===== src/rtl/sr_params.svh =====
// Purpose: field positions, reset values and opcodes of the status protect block
// Assumes: included by its bare name from the top module, the assertions and the bench
// Notes:   definitions only
`ifndef SR_PARAMS_SVH
`define SR_PARAMS_SVH

// field positions inside the quad and protect configuration byte
`define CFG_PROTECT_HI_BIT   0
`define CFG_QUAD_EN_BIT      1
`define CFG_RSVD_BIT         2
`define CFG_RESET_VALUE      8'h00

// position of the low protect bit in the byte carried by the first write-status command
`define SR1_PROTECT_LO_BIT   7

// write-status opcodes
`define OP_WRITE_SR1         8'h01
`define OP_WRITE_CFG         8'h31
`define OP_WRITE_SR3         8'h11
`define OP_WRITE_SR_ALT      8'h71

// opcodes that need the quad-I/O enable bit
`define OP_QUAD_OUT_READ     8'h6B
`define OP_XIP_READ          8'hEB
`define OP_QUAD_ALIGN_READ   8'hE7
`define OP_QUAD_PROGRAM      8'h32
`define OP_BURST_WRAP        8'h77
`define OP_QUAD_ID           8'h94

`endif


===== src/rtl/sr_pkg.sv =====
// Purpose: types shared by the status protect block
// Assumes: nothing
// Notes:   constants live in sr_params.svh
package sr_pkg;

	// protection state resolved from the volatile bits, the lock and the pin
	typedef enum logic [2:0] {
		SW_PROTECTED,
		HW_PROTECTED,
		HW_UNPROTECTED,
		RESET_LOCKDOWN,
		OTP_LOCKED
	} prot_mode_type;

	// every flip-flop of the top module
	typedef struct packed {
		logic       protect_hi;   // volatile high protect bit
		logic       protect_lo;   // volatile low protect bit
		logic       quad_en;      // quad-I/O enable bit
		logic [2:0] wp_sync;      // write-protect pin synchroniser
		logic [2:0] hold_sync;    // pause/reset pin synchroniser
		logic       wp_level;     // filtered write-protect level
		logic       hold_level;   // filtered pause/reset level
		logic       wr_accept;    // write-status accepted pulse
		logic       wr_reject;    // write-status refused pulse
		logic       quad_reject;  // quad command refused pulse
		logic       start_write;  // internal write cycle start pulse
	} state_type;

endpackage


===== src/rtl/prot_if.sv =====
// Purpose: carries protect bits to the decoder and its verdict back
// Assumes: sr_pkg compiled first
// Notes:   used only between the top module and protect_decode
`timescale 1ns/1ps
interface prot_if;
	import sr_pkg::*;

	logic          protect_hi;     // volatile high protect bit
	logic          protect_lo;     // volatile low protect bit
	logic          perm_lock;      // permanent lock bit
	logic          wp_level;       // filtered write-protect pin, high means released
	logic          quad_en;        // quad mode turns the pin into a data line
	logic          write_allowed;  // status registers may be written
	prot_mode_type mode;           // resolved protection state

	modport decoder (
		input  protect_hi,
		input  protect_lo,
		input  perm_lock,
		input  wp_level,
		input  quad_en,
		output write_allowed,
		output mode
	);

	modport user (
		output protect_hi,
		output protect_lo,
		output perm_lock,
		output wp_level,
		output quad_en,
		input  write_allowed,
		input  mode
	);

endinterface


===== src/rtl/status_reg_write_protect.sv =====
// Purpose: quad-I/O enable and status register write protection of a serial flash
// Assumes: commands arrive decoded, one pulse per completed command
// Notes:   pins pass a three stage synchroniser before use
//          quad mode hands both pins to the data path, so their levels are then ignored
//          protect and quad bits reload on rst and on either reset command alike; only rst clears the pin filters and the quad refusal pulse
//          the permanent lock input is trusted as stable, it is not filtered
// Functional notes
// - quad enable bit turns quad and Execute_in_place_mode on
// - quad mode makes pins data lines 2,3
// - quad bit gates only six quad commands
// - protect 0,0: writes need only write enable
// - protect 0,1, pin low: writes blocked
// - protect 0,1, pin high: writes with enable
// - protect 1,0: locked until reset, then 0,0
// - protect 1,1 unlocked: until reset, then 0,1
// - protect 1,1 locked: permanent, stays 1,1
// - reset copies non-volatile 0,0 or 0,1 unchanged
// - bit0 high protect, bit1 quad, bit2 zero
// - pause/reset select ignored while quad enabled
`timescale 1ns/1ps
`include "sr_params.svh"
module status_reg_write_protect (
	// clock and reset
	input  wire logic                  core_clk,
	input  wire logic                  rst,
	input  wire logic                  soft_reset,
	// decoded command from the serial front end
	input  wire logic                  cmd_valid,
	input  wire logic [7:0]            cmd_opcode,
	input  wire logic [7:0]            cmd_data,
	input  wire logic                  write_enable_latch,
	// non-volatile copies and lock
	input  wire logic                  nv_protect_hi,
	input  wire logic                  nv_protect_lo,
	input  wire logic                  protect_perm_lock,
	input  wire logic                  hold_reset_select,
	// pins
	input  wire logic                  wp_pin,
	input  wire logic                  hold_reset_pin,
	// register view
	output logic [7:0]                 cfg_read,
	output logic                       reg_protect_hi,
	output logic                       reg_protect_lo,
	// mode outputs
	output logic                       quad_io_enable,
	output logic                       execute_in_place_mode,
	output logic                       io2_is_data,
	output logic                       io3_is_data,
	output logic                       wp_func_active,
	output logic                       hold_func_active,
	output logic                       reset_func_active,
	output logic                       hold_request,
	output logic                       pin_reset_request,
	// protection verdict
	output logic                       status_write_allowed,
	output sr_pkg::prot_mode_type      protect_mode,
	// command results
	output logic                       wr_accept,
	output logic                       wr_reject,
	output logic                       quad_reject,
	output logic                       start_write_cycle
);
	import sr_pkg::*;

	state_type cur;       // registered state
	state_type next_cur;  // value for the next edge
	logic      reset_any; // software or pin reset, same effect as rst on protect bits
	logic      is_wrsr;   // opcode is a write-status command
	logic      is_quad;   // opcode needs quad enable
	logic      accept;    // write-status passes protection and enable

	// protect bits go out to the decoder, the verdict comes back
	prot_if pif ();

	// the table lookup sits in its own module so it reads as one case
	protect_decode u_decode (
		.p (pif.decoder)
	);

	// opcode belongs to the write-status family
	function automatic logic wrsr_op(input logic [7:0] op);
		wrsr_op = (op == `OP_WRITE_SR1) || (op == `OP_WRITE_CFG) ||
		          (op == `OP_WRITE_SR3) || (op == `OP_WRITE_SR_ALT);
	endfunction

	// opcode is one of the quad-gated commands, all others ignore the bit
	function automatic logic quad_op(input logic [7:0] op);
		quad_op = (op == `OP_QUAD_OUT_READ) || (op == `OP_XIP_READ) ||
		          (op == `OP_QUAD_ALIGN_READ) || (op == `OP_QUAD_PROGRAM) ||
		          (op == `OP_BURST_WRAP) || (op == `OP_QUAD_ID);
	endfunction

	// volatile protect value loaded from the non-volatile copy on any reset
	function automatic logic [1:0] reset_protect(input logic hi, input logic lo,
	                                              input logic lock);
		// lockdown 1,0 opens fully; lockdown 1,1 falls back to pin protection
		unique case ({hi, lo})
			2'b00:   reset_protect = 2'b00;
			2'b01:   reset_protect = 2'b01;
			2'b10:   reset_protect = 2'b00;
			default: reset_protect = lock ? 2'b11 : 2'b01;
		endcase
	endfunction

	// feed the decoder from registered bits, except the lock below
	assign pif.protect_hi = cur.protect_hi;
	assign pif.protect_lo = cur.protect_lo;
	// the lock is a non-volatile bit, stable in use, so it goes straight in
	assign pif.perm_lock  = protect_perm_lock;
	assign pif.wp_level   = cur.wp_level;
	assign pif.quad_en    = cur.quad_en;

	// pin functions follow the quad bit
	assign quad_io_enable        = cur.quad_en;
	assign execute_in_place_mode = cur.quad_en;
	assign io2_is_data           = cur.quad_en;
	assign io3_is_data           = cur.quad_en;
	assign wp_func_active        = ~cur.quad_en;
	// selection only counts while the pin is not a data line
	assign hold_func_active  = ~cur.quad_en & ~hold_reset_select;
	assign reset_func_active = ~cur.quad_en & hold_reset_select;
	// a pause or reset request never comes from the pin while quad mode owns it
	// pin is active low in both functions
	assign hold_request      = hold_func_active & ~cur.hold_level;
	assign pin_reset_request = reset_func_active & ~cur.hold_level;

	// register view, reserved and unimplemented bits read zero
	always_comb begin
		// start from all zero so unused bits can never read back stale values
		cfg_read = `CFG_RESET_VALUE;
		cfg_read[`CFG_PROTECT_HI_BIT] = cur.protect_hi;
		cfg_read[`CFG_QUAD_EN_BIT]    = cur.quad_en;
		cfg_read[`CFG_RSVD_BIT]       = 1'b0;
	end

	// plain copies of flip-flops, except the decoder verdict and mode, which are combinational
	assign reg_protect_hi       = cur.protect_hi;
	assign reg_protect_lo       = cur.protect_lo;
	assign status_write_allowed = pif.write_allowed;
	assign protect_mode         = pif.mode;
	assign wr_accept            = cur.wr_accept;
	assign wr_reject            = cur.wr_reject;
	assign quad_reject          = cur.quad_reject;
	assign start_write_cycle    = cur.start_write;

	// command classification
	// accept needs all three: a write opcode, an open protection state and the latch
	assign reset_any = soft_reset | pin_reset_request;
	assign is_wrsr   = cmd_valid & wrsr_op(cmd_opcode);
	assign is_quad   = cmd_valid & quad_op(cmd_opcode);
	assign accept    = is_wrsr & pif.write_allowed & write_enable_latch;

	// next state of every flip-flop
	always_comb begin
		next_cur = cur;
		// the filter costs four edges of latency; the pins are slow, so that is cheap
		// synchronisers: the first stage is read only by the second
		next_cur.wp_sync   = {cur.wp_sync[1:0], wp_pin};
		next_cur.hold_sync = {cur.hold_sync[1:0], hold_reset_pin};
		// a level change counts once the last two stages agree
		if (cur.wp_sync[1] == cur.wp_sync[2]) begin
			next_cur.wp_level = cur.wp_sync[2];
		end
		if (cur.hold_sync[1] == cur.hold_sync[2]) begin
			next_cur.hold_level = cur.hold_sync[2];
		end
		// result pulses last one cycle; a refused write still answers with a pulse
		// so the front end can end the command, but nothing else moves
		next_cur.wr_accept   = accept;
		next_cur.wr_reject   = is_wrsr & ~accept;
		next_cur.start_write = accept;
		next_cur.quad_reject = is_quad & ~cur.quad_en;
		// a reset beats a command taken in the same cycle: the command is dropped
		// and only the quad refusal, which changes no state, may still show
		if (reset_any) begin
			// software or pin reset reloads protect bits, lockdown ends here
			{next_cur.protect_hi, next_cur.protect_lo} =
				reset_protect(nv_protect_hi, nv_protect_lo, protect_perm_lock);
			next_cur.quad_en     = 1'b0;
			next_cur.wr_accept   = 1'b0;
			next_cur.wr_reject   = 1'b0;
			next_cur.start_write = 1'b0;
		end else if (accept) begin
			// only an accepted write touches the bits
			// 11h and 71h reach bits outside this block, so here they only pulse
			if (cmd_opcode == `OP_WRITE_SR1) begin
				next_cur.protect_lo = cmd_data[`SR1_PROTECT_LO_BIT];
			end
			if (cmd_opcode == `OP_WRITE_CFG) begin
				next_cur.protect_hi = cmd_data[`CFG_PROTECT_HI_BIT];
				next_cur.quad_en    = cmd_data[`CFG_QUAD_EN_BIT];
			end
		end
	end

	// one register for all state, synchronous reset
	// the reload reads the non-volatile inputs at the reset edge itself
	always_ff @(posedge core_clk) begin
		if (rst) begin
			cur <= next_cur;
			// power or hardware reset: same reload as software reset
			{cur.protect_hi, cur.protect_lo} <=
				reset_protect(nv_protect_hi, nv_protect_lo, protect_perm_lock);
			// quad mode always starts off, it is not kept in the non-volatile copies
			cur.quad_en     <= 1'b0;
			// pins come up released: a low level must pass the filter before it counts,
			// so no false protect or pause follows the reset
			cur.wp_sync     <= 3'h7;
			cur.hold_sync   <= 3'h7;
			cur.wp_level    <= 1'b1;
			cur.hold_level  <= 1'b1;
			cur.wr_accept   <= 1'b0;
			cur.wr_reject   <= 1'b0;
			cur.quad_reject <= 1'b0;
			cur.start_write <= 1'b0;
		end else begin
			cur <= next_cur;
		end
	end

endmodule


===== src/rtl/protect_decode.sv =====
// Purpose: resolves the status register protection state
// Assumes: inputs other than perm_lock come from flip-flops of the same clock
// Notes:   purely combinational
`timescale 1ns/1ps
module protect_decode (
	// protect bits in, verdict out
	prot_if.decoder p
);
	import sr_pkg::*;

	// the pin only protects while it is not a data line
	logic wp_released;  // pin high or pin function disabled

	// decode the protection table
	always_comb begin
		wp_released = p.wp_level | p.quad_en;
		p.mode = SW_PROTECTED;
		p.write_allowed = 1'b0;
		unique case ({p.protect_hi, p.protect_lo})
			2'b00: begin
				// pin has no meaning here
				p.mode = SW_PROTECTED;
				p.write_allowed = 1'b1;
			end
			2'b01: begin
				if (wp_released) begin
					p.mode = HW_UNPROTECTED;
					p.write_allowed = 1'b1;
				end else begin
					p.mode = HW_PROTECTED;
					p.write_allowed = 1'b0;
				end
			end
			2'b10: begin
				p.mode = RESET_LOCKDOWN;
				p.write_allowed = 1'b0;
			end
			2'b11: begin
				// lock decides between lockdown and permanent protection
				p.mode = p.perm_lock ? OTP_LOCKED : RESET_LOCKDOWN;
				p.write_allowed = 1'b0;
			end
		endcase
	end

endmodule


===== config.mk =====
export PLATFORM = sky130hd
export DESIGN_NAME = status_reg_write_protect
export DESIGN_NICKNAME = d
export VERILOG_FILES = /design/src/rtl/sr_pkg.sv /design/src/rtl/prot_if.sv /design/src/rtl/status_reg_write_protect.sv /design/src/rtl/protect_decode.sv
export VERILOG_INCLUDE_DIRS = /design/src /design/src/rtl
export SDC_FILE = /design/constraint.sdc
export NUM_CORES = 1
export LEC_CHECK = 0
export BUFFER_PORTS_ARGS = -buffer_cell sky130_fd_sc_hd__buf_4
export CORE_UTILIZATION = 36
export DETAILED_ROUTE_END_ITERATION = 8
export GPL_ROUTABILITY_DRIVEN = 0
export PLACE_DENSITY_LB_ADDON = 0.12
export RECOVER_POWER = 100
export SYNTH_ARGS = -nofsm -noshare
export SYNTH_HDL_FRONTEND = slang
export SYNTH_SLANG_ARGS = --single-unit

===== constraint.sdc =====
create_clock -name core_clk -period 2.4 [get_ports core_clk]
set_clock_uncertainty 0.2 [all_clocks]
set_input_delay 0.72 -clock core_clk [delete_from_list [all_inputs] [get_ports core_clk]]
set_output_delay 0.72 -clock core_clk [all_outputs]
set_load 0.02 [all_outputs]

==> out/results.txt, run 1 <==
Gr busiest metal: met2
Buffers added on ports: 42
Max Fclk: 430.2 MHz
Layout Cells excl Fill: 155
Number of synthesized flops with an enable pin: 2
Worst min path class: reg2reg
Per-cell routed wire length: 10.50 µm
Yosys cell types: 33
Worst hold start: cur[9]$_SDFF_PP1_
Clock Path Buffers: 2
Area post-placement: 1086 µm²
Setup-failing EPs final: 0
M3 GR Usage: 0.03774
Critical Path RT: 2.36 ns
Post-route ant nets: 0
Critical path depth: 5
FILL cells: 219
Number of global-route vias before repair: 555
Num CTS Buffers: 3
Crit path DAT: 2.28 ns
Initial drt markers: 2
CORE AREA: 1982 µm²
Crit Path Class: in2reg
Clock transition at path regs: 0.09 ns
Initial Util: 0.3851
First-pass GRT wire length: 2.352 mm
Status: finished, final reports clean
Crit path buf inv count: 1
GR Util met1: 0.1941
Tcrit/Tclk final: 0.9686
Worst R2R Start: reg_protect_lo$_DFFE_PP_
DRC Markers: 0
CP top delay family: simple AND/OR/NAND/NOR gates
Initial antenna violation count: 0
CP max stage delay: 0.54 ns
Yosys reg bits: 14
Area Growth Syn to Fin: 35.25%
Total power: 0.0005198 W
Min cycle time layout: 2.325 ns
Seq. cell area: 300.3 µm²
Reg2reg end: reg_protect_hi$_DFFE_PP_
Power share of the clock group: 0.329
Critical Path, Cell by Cell: clkbuf_4 -> or3_4 -> or4_4 -> nor3_1 -> a32o_2
Syn Std Cell Area: 763.2 µm²
Setup WS pre-CTS: -0.1432 ns
Number of diodes: 0
CP Capture Type: flop
Die ar.: 2308 µm²
Final Max Tran Viols: 0
Fin area: 1032 µm²
Leakage: 0.4320 nW
Layout cells sized above 1: 0.3516
Final WL: 1.627 mm
Internal Power: 0.0003849 W
CP max FO: 4
PwrDens: 503.5 nW/µm²
Slowest-stage cell, CP: or4_4
Footprint of the multi-input gates: 370.4 µm²
Synth async-reset ratio: 0
Total congestion overflow: 0
M2 GR Usage: 0.2378
WHS Path Cells: 1
Top FF cell, synth: dfxtp_1
Worst r2r path cells: 4
Largest net degree at the start of global routing: 14
Drt pass-1 iters: 3
Max Cap Viol: 0
Number of vias per cell: 4.587
Cells after DPL: 151
Nets: 156
Setup ws final: 0.07529 ns
Switching power total: 0.0001348 W
Combinational group share of total power: 0.192
Reg2Reg Setup Slack: 0.39 ns
Yosys warns: 0
Chip width: 48.05 µm
Total track usage: 0.1508
Post-CTS Setup Bufs: 0
TritonCTS clock tree: built
DR vias: 711
Mapped Avg Cell Area: 8.979 µm²
Dpl hpwl: 1.282 mm
Root Buffer: clkbuf_4
Sequential-to-total area share from yosys stat: 0.3934
Peak supply drop: 0.2315 mV
Final hold violations: 0
Sw Share: 0.2594
I/O Pins: 54
RSZ-0062 raised after global routing: no
CP Launch Type: primary input
Worst hold endpoint: cur[10]$_SDFF_PP1_
Die Height: 48.05 µm
Seq pwr share: 0.479
FP Rows: 16
Clock sink count: 14
H-tree depth: 1
Clk Latency, worst-skew pair: 0.28 ns
Synthesized instance count: 85
## cell usage in the layout (no fill, tap or decap), types with 2 or more instances in the layout
cell and count:
conb_1 6, clkbuf_1 19, nor3b_1 3, edfxtp_1 2, o21ai_0 4, o21bai_1 2
buf_4 26, clkbuf_2 2, nand3b_1 2, a21oi_1 4, or2_2 6, inv_1 2
nand2_1 2, nor3_1 4, dfxtp_1 12, nor2_1 9, clkbuf_4 4
## layout make-up
cell class	instances	area share
Sequential cell	14	0.2909
Multi-Input combinational cell	60	0.3588
Timing Repair Buffer	48	0.2752
Tap cell	27	0.03273
Clock buffer	4	0.03515
Inverter	2	0.007273
## power by group through the flow
stage / clock network, W / logic, W / registers [W]
6_report: 0.000171 / 0.0000996 / 0.000249
5_1_grt: 0.000189 / 0.000110 / 0.000250
2_1_floorplan: 0 / 0.0000570 / 0.000258
3_3_place_gp: 0 / 0.000110 / 0.000255
4_1_cts: 0.000178 / 0.000111 / 0.000250
3_5_place_dp: 0 / 0.000111 / 0.000255
## per-layer routing
layer | wire length [µm] | up-vias | part of all wire
li1 | - | 365 | -
met1 | 798 | 309 | 0.49
met5 | 0 | - | 0
met2 | 695 | 33 | 0.43
met3 | 111 | 4 | 0.068
met4 | 21 | 0 | 0.013
## synth_stat cells, types with 2 or more instances
cell type  number  area (µm²)
edfxtp_1        2       60.06
nand2_1         2       7.510
clkbuf_1        2       7.510
buf_4          12       90.09
nand3b_1        2       15.01
nor2_1          9       33.78
o21bai_1        2       15.01
or2_2           6       37.54
dfxtp_1        12       240.2
a21oi_1         4       20.02
nor3b_1         4       30.03
inv_1           2       7.510
nor3_1          3       15.01
o21ai_0         4       20.02
## worst max-delay path by stage
stage                        startpoint                  endpoint
2_1_floorplan             cmd_opcode[3]  reg_protect_lo$_DFFE_PP_
3_3_place_gp              cmd_opcode[3]  reg_protect_lo$_DFFE_PP_
3_5_place_dp              cmd_opcode[3]  reg_protect_lo$_DFFE_PP_
4_1_cts        reg_protect_lo$_DFFE_PP_           protect_mode[0]
5_1_grt                   cmd_opcode[3]  reg_protect_lo$_DFFE_PP_
6_report                  cmd_opcode[3]  reg_protect_hi$_DFFE_PP_
## logic make-up (layout without fill, tap and decap cells)
kind of cell | count (synthesis) | in the layout | synth area share
flip-flops | 14 | 14 | 0.3934
buffers and inverters | 16 | 54 | 0.1377
other | 1 | 6 | 0.004913
XOR/XNOR | 1 | 1 | 0.01148
AO/OA/AOI/OAI | 16 | 16 | 0.1361
AND/OR/NAND/NOR | 36 | 36 | 0.3033
multiplexers | 1 | 1 | 0.01312
## per-stage QoR
step             util  setup TNS, ns  hold WS, ns
3_3_place_gp   0.5480        -0.3741       0.1908
2_1_floorplan       -              0       0.1895
5_1_grt        0.5208              0       0.2336
6_report       0.5208              0       0.2140
4_1_cts        0.5663              0       0.2180
3_5_place_dp   0.5480        -0.4297       0.1969
## sequential cells by signal (all words and copies together) (netlist names)
signal                 cells
cur                        7
execute_in_place_mode      1
pif.wp_level               1
quad_reject                1
reg_protect_hi             1
reg_protect_lo             1
start_write_cycle          1
wr_reject                  1
## repair_timing
| action | CTS | global route |
|---|---|---|
| endpoints found under the setup margin | 0 | 1 |
| hold buffers | 0 | 0 |
| gates resized for setup | 0 | 1 |
No activity file was read; power rests on OpenSTA's default activity.
==> inputs of run 2 (changes only) <==
--- a/config.mk
+++ b/config.mk
@@ -6,8 +6,10 @@
 export SDC_FILE = /design/constraint.sdc
 export NUM_CORES = 1
 export LEC_CHECK = 0
+export ABC_AREA = 1
 export BUFFER_PORTS_ARGS = -buffer_cell sky130_fd_sc_hd__buf_4
-export CORE_UTILIZATION = 36
+export CORE_MARGIN = 2
+export CORE_UTILIZATION = 38
 export DETAILED_ROUTE_END_ITERATION = 8
 export GPL_ROUTABILITY_DRIVEN = 0
 export PLACE_DENSITY_LB_ADDON = 0.12
==> run 2 against run 1 <==
Setup slack improved by 0.061 ns; die area increased by 16%; combinational power increased by 5%; via count increased by 15%; wire length increased by 5.4%; worst hold slack got worse by 0.0035 ns; flip-flop and latch count unchanged; final cell count increased by 21%; highest routed layer unchanged.
==> out/results.txt, run 2 <==
Status: finished, final reports clean
Leakage: 0.5430 nW
Post-synthesis mux area share: 0
Area leader, netlist: dfxtp_1
Sequential-to-total area share from yosys stat: 0.3463
Setup ws final: 0.1360 ns
Most frequent cells in the layout: nand2_1, buf_4, clkbuf_1
Largest net degree at the start of global routing: 13
Setup WS pre-CTS: 0.2364 ns
Xor-xnor portion of the synthesized cell area: 0
Mapped Avg Cell Area: 7.107 µm²
Max Fclk: 441.7 MHz
Top cells by count, synth: nand2_1, inv_1, buf_4, dfxtp_1, nor2_1
Die Height: 51.77 µm
Initial drt markers: 5
Clock transition at path regs: 0.08 ns
Synth async-reset ratio: 0
Yosys cell types: 22
Reg2reg end: reg_protect_lo$_DFFE_PP_
Worst hold endpoint: cur[10]$_SDFF_PP1_
Hold-fix buffers, CTS: 0
Compound-Gate Fraction of Synth Area: 0.07359
Layout cells sized above 1: 0.2938
Yosys reg bits: 14
Number of global-route vias before repair: 687
Dpl hpwl: 1.442 mm
Register bank with the most flops: cur
Count leader, synth: nand2_1
Worst r2r path cells: 6
Initial antenna violation count: 0
PostCTS Resize Cnt: 0
Clock sink count: 14
Nets: 188
FP Rows: 17
RSZ-0062 raised after global routing: no
Largest cells by area after synthesis: dfxtp_1, buf_4, nand2_1
DR vias: 821
Max FFs per register: 7
Worst R2R Start: execute_in_place_mode$_SDFFE_PP0P_
Simple-Gate Fraction of Synth Area: 0.3766
Synthesized instance count: 122
Top-area cell type share of the netlist area: 0.2771
Drt pass-1 iters: 4
Setup TNS: 0 ns
Buffers added on ports: 42
Total congestion overflow: 0
Area Growth Syn to Fin: 24.10%
Clk Latency, worst-skew pair: 0.27 ns
Clock Path Buffers: 2
Initial Util: 0.3958
Post-CTS Setup Bufs: 0
Num CTS Buffers: 3
CORE AREA: 2191 µm²
Main combinational cell family by area after synthesis: simple AND/OR/NAND/NOR gates
Die ar.: 2680 µm²
I/O Pins: 54
PwrDens: 480.5 nW/µm²
Peak supply drop: 0.1986 mV
Number of synthesized flops with an enable pin: 2
TritonCTS clock tree: built
Reg2Reg Setup Slack: 0.73 ns
Per-cell routed wire length: 9.122 µm
Chip width: 51.77 µm
Number of vias per cell: 4.367
Root Buffer: clkbuf_4
CP Launch Type: flop
Critical Path RT: 1.48 ns
Final hold violations: 0
Setup-failing EPs final: 0
Adder-cell area share of the yosys netlist: 0
DRC Markers: 0
WHS Path Cells: 1
Total track usage: 0.1345
Tcrit/Tclk final: 0.9433
Max Cap Viol: 0
Syn Std Cell Area: 867.1 µm²
First-pass GRT wire length: 2.642 mm
Hold Slack: 0.2105 ns
Post-route ant nets: 0
Crit path DAT: 1.34 ns
Yosys warns: 0
CP max FO: 12
Final Max Tran Viols: 0
Worst hold start: cur[9]$_SDFF_PP1_
H-tree depth: 1
Top FF cell, synth: dfxtp_1
Min cycle time layout: 2.264 ns
Commonest non-fill, non-tap cell in the layout: nand2_1
Number of diodes: 0
Final WL: 1.715 mm
CP Capture Type: output pin
Crit Path Class: reg2out
Worst min path class: reg2reg
[run 2: cell types whose count changed in the layout (fill, tap and decap cells not counted), moves of 3 or more]
cell,change
nor3b_1,-3
inv_2,+3
nand2_1,+21
nand3_1,+5
inv_1,+16
buf_4,-6
nor2_1,+3
nand2_2,+4
nor2_2,+3
[run 2: cells by family (layout without fill, tap and decap cells)]
kind of cell,Yosys count,count (layout)
flops,14,14
simple gates,63,63
other cells,1,6
buf+inv,34,67
compound gates,10,10
[run 2: metal layers]
layer,vias up,GRT usage,wire (µm)
met5,-,0,0
met3,4,0.008621,129
met4,0,0.1053,46
met2,38,0.2350,789
met1,345,0.1508,748
li1,434,-,-
[run 2: how the worst max path moves through the flow]
stage	from	to	cells past startpoint
6_report	execute_in_place_mode$_SDFFE_PP0P_	status_write_allowed	5
5_1_grt	execute_in_place_mode$_SDFFE_PP0P_	status_write_allowed	5
4_1_cts	execute_in_place_mode$_SDFFE_PP0P_	protect_mode[0]	6
3_5_place_dp	protect_perm_lock	protect_mode[0]	5
3_3_place_gp	protect_perm_lock	protect_mode[0]	5
2_1_floorplan	protect_perm_lock	protect_mode[0]	3
[run 2: layout make-up]
| class | instances | area (µm²) |
|---|---|---|
| Timing Repair Buffer | 42 | 236.5 |
| Fill cell | 267 | 1115 |
| Inverter | 21 | 78.83 |
| Clock buffer | 4 | 36.28 |
| Tap cell | 28 | 35.03 |
| Multi-Input combinational cell | 79 | 389.1 |
| Sequential cell | 14 | 300.3 |
[run 2: through the flow]
| stage | instance area (µm²) | cells | utilization | power, W |
|---|---|---|---|---|
| 2_1_floorplan | 885.9 | 127 | - | 0.0003250 |
| 6_report | 1076 | 188 | 0.4911 | 0.0005170 |
| 3_5_place_dp | 1142 | 184 | 0.5214 | 0.0003705 |
| 4_1_cts | 1179 | 188 | 0.5380 | 0.0005373 |
| 5_1_grt | 1076 | 188 | 0.4911 | 0.0005460 |
| 3_3_place_gp | 1142 | 184 | 0.5214 | 0.0003678 |
[run 2: power breakdown]
part / internal (W) / switching (W) / leakage, nW
clock: 0.0000922 / 0.0000716 / 0.0210
combinational: 0.0000423 / 0.0000627 / 0.402
sequential: 0.000245 / 0.00000339 / 0.120
[run 2: worst max-delay path, stage by stage, from the launching register on]
cell	delay (ns)
dfxtp_1	0.57
nor2_2	0.05
nand2_1	0.08
nand2_2	0.07
inv_1	0.07
clkbuf_1	0.23
==> inputs of run 3 (changes only) <==
--- a/config.mk
+++ b/config.mk
@@ -7,7 +7,7 @@
 export NUM_CORES = 1
 export LEC_CHECK = 0
 export ABC_AREA = 1
-export BUFFER_PORTS_ARGS = -buffer_cell sky130_fd_sc_hd__buf_4
+export BUFFER_PORTS_ARGS = -buffer_cell sky130_fd_sc_hd__buf_2
 export CORE_MARGIN = 2
 export CORE_UTILIZATION = 38
 export DETAILED_ROUTE_END_ITERATION = 8
==> run 3 against run 2 <==
Clock power about the same; wire length down 8.3%; sequential share of layout area up 1.5 points; combinational power down 11%; register-to-register slack better by 0.02 ns.
==> out/results.txt, run 3 (synthesis results as in run 2) <==
DR vias: 815
Initial drt markers: 20
Num CTS Buffers: 3
Clock Path Buffers: 2
Nets: 188
Final hold violations: 0
Max Cap Viol: 0
Crit path DAT: 1.34 ns
Min cycle time layout: 2.258 ns
Total track usage: 0.1173
FILL cells: 270
Status: finished, final reports clean
CP max FO: 12
Buffers added on ports: 42
Critical Path RT: 1.48 ns
Cells after DPL: 184
Dpl hpwl: 1.334 mm
Total congestion overflow: 0
I/O Pins: 54
Sw Share: 0.2704
First-pass GRT wire length: 2.318 mm
CORE AREA: 2191 µm²
Final design utilization: 0.4660
TritonCTS clock tree: built
Number of vias per cell: 4.335
Final Max Tran Viols: 0
Worst min path class: reg2reg
Setup ws final: 0.1423 ns
PwrDens: 495.6 nW/µm²
Die Height: 51.77 µm
Peak supply drop: 0.1965 mV
Power share of the clock group: 0.324
Largest net degree at the start of global routing: 13
CP Capture Type: output pin
Commonest non-fill, non-tap cell in the layout: nand2_1
Number of diodes: 0
WHS Path Cells: 1
Post-CTS Setup Bufs: 0
Worst r2r path cells: 6
DRC Markers: 0
Per-cell routed wire length: 8.362 µm
Max FFs per register: 7
Hold-fix buffers, CTS: 0
Chip width: 51.77 µm
RSZ-0062 raised after global routing: no
PostCTS Resize Cnt: 0
Register bank with the most flops: cur
H-tree depth: 1
Layout Cells excl Fill: 188
Clk Latency, worst-skew pair: 0.27 ns
Initial Util: 0.3958
Clock sink count: 14
CP Launch Type: flop
Tcrit/Tclk final: 0.9407
Layout cells sized above 1: 0.2688
Drt pass-1 iters: 6
Seq pwr share: 0.491
Area Growth Syn to Fin: 17.75%
Die ar.: 2680 µm²
Initial antenna violation count: 0
Root Buffer: clkbuf_4
Final WL: 1.572 mm
Number of global-route vias before repair: 611
Setup TNS: 0 ns
Combinational group share of total power: 0.185
Switching power total: 0.0001368 W
Clock transition at path regs: 0.08 ns
Setup WS pre-CTS: 0.2392 ns
Internal Power: 0.0003692 W
Setup-failing EPs final: 0
Total power: 0.0005060 W
Most frequent cells in the layout: nand2_1, clkbuf_1, buf_2
Post-route ant nets: 0
Leakage: 0.5220 nW
FP Rows: 17
Max Fclk: 442.9 MHz
Crit Path Class: reg2out
[run 3: cell count changes in the layout (fill, tap and decap cells not counted), moves of 2 or more]
cell | previous run | this run
clkbuf_1 | 19 | 21
clkbuf_2 | 3 | 1
buf_2 | 0 | 20
buf_4 | 20 | 0
[run 3: area by class of cell]
cell class,count,area (µm²),area share
inverters,21,78.83,0.07721
well taps,28,35.03,0.03431
flip-flops and latches,14,300.3,0.2941
clock buffers,4,36.28,0.03554
repair buffers,42,183.9,0.1801
multi-input cells,79,386.6,0.3787
[run 3: worst paths after layout]
| path | startpoint | end | slack (ns) |
|---|---|---|---|
| worst max-delay path | execute_in_place_mode$_SDFFE_PP0P_ | protect_mode[1] | 0.14 |
| worst min-delay path | cur[6]$_SDFF_PP1_ | cur[7]$_SDFF_PP1_ | 0.21 |
| worst max register to register | execute_in_place_mode$_SDFFE_PP0P_ | reg_protect_lo$_DFFE_PP_ | 0.75 |
| worst min register to register | cur[6]$_SDFF_PP1_ | cur[7]$_SDFF_PP1_ | 0.21 |
[run 3: through the flow]
stage | hold WS (ns) | instance area [µm²]
6_report | 0.2133 | 1021
3_5_place_dp | 0.1967 | 1037
3_3_place_gp | 0.1913 | 1037
5_1_grt | 0.2245 | 1021
4_1_cts | 0.2170 | 1074
2_1_floorplan | 0.1895 | 885.9
[run 3: critical path, stage by stage (launching register included)]
cell and delay, ns:
dfxtp_1 0.56, o21ai_0 0.13, a21oi_1 0.13, clkbuf_1 0.24
[run 3: layer usage]
metal,up-vias,track usage,part of all wire
li1,432,-,-
met1,343,0.1357,0.46
met2,38,0.1987,0.44
met3,2,0.008621,0.088
met4,0,0.09211,0.018
met5,-,0,0
[run 3: power by group through the flow]
stage | Sequential [W] | Clock, W | Combinational (W)
after floorplan | 0.000257 | 0 | 0.0000678
after global placement | 0.000254 | 0 | 0.0000981
after detailed placement | 0.000254 | 0 | 0.000100
after CTS | 0.000248 | 0.000170 | 0.000100
after global routing | 0.000249 | 0.000182 | 0.000104
final | 0.000248 | 0.000164 | 0.0000936
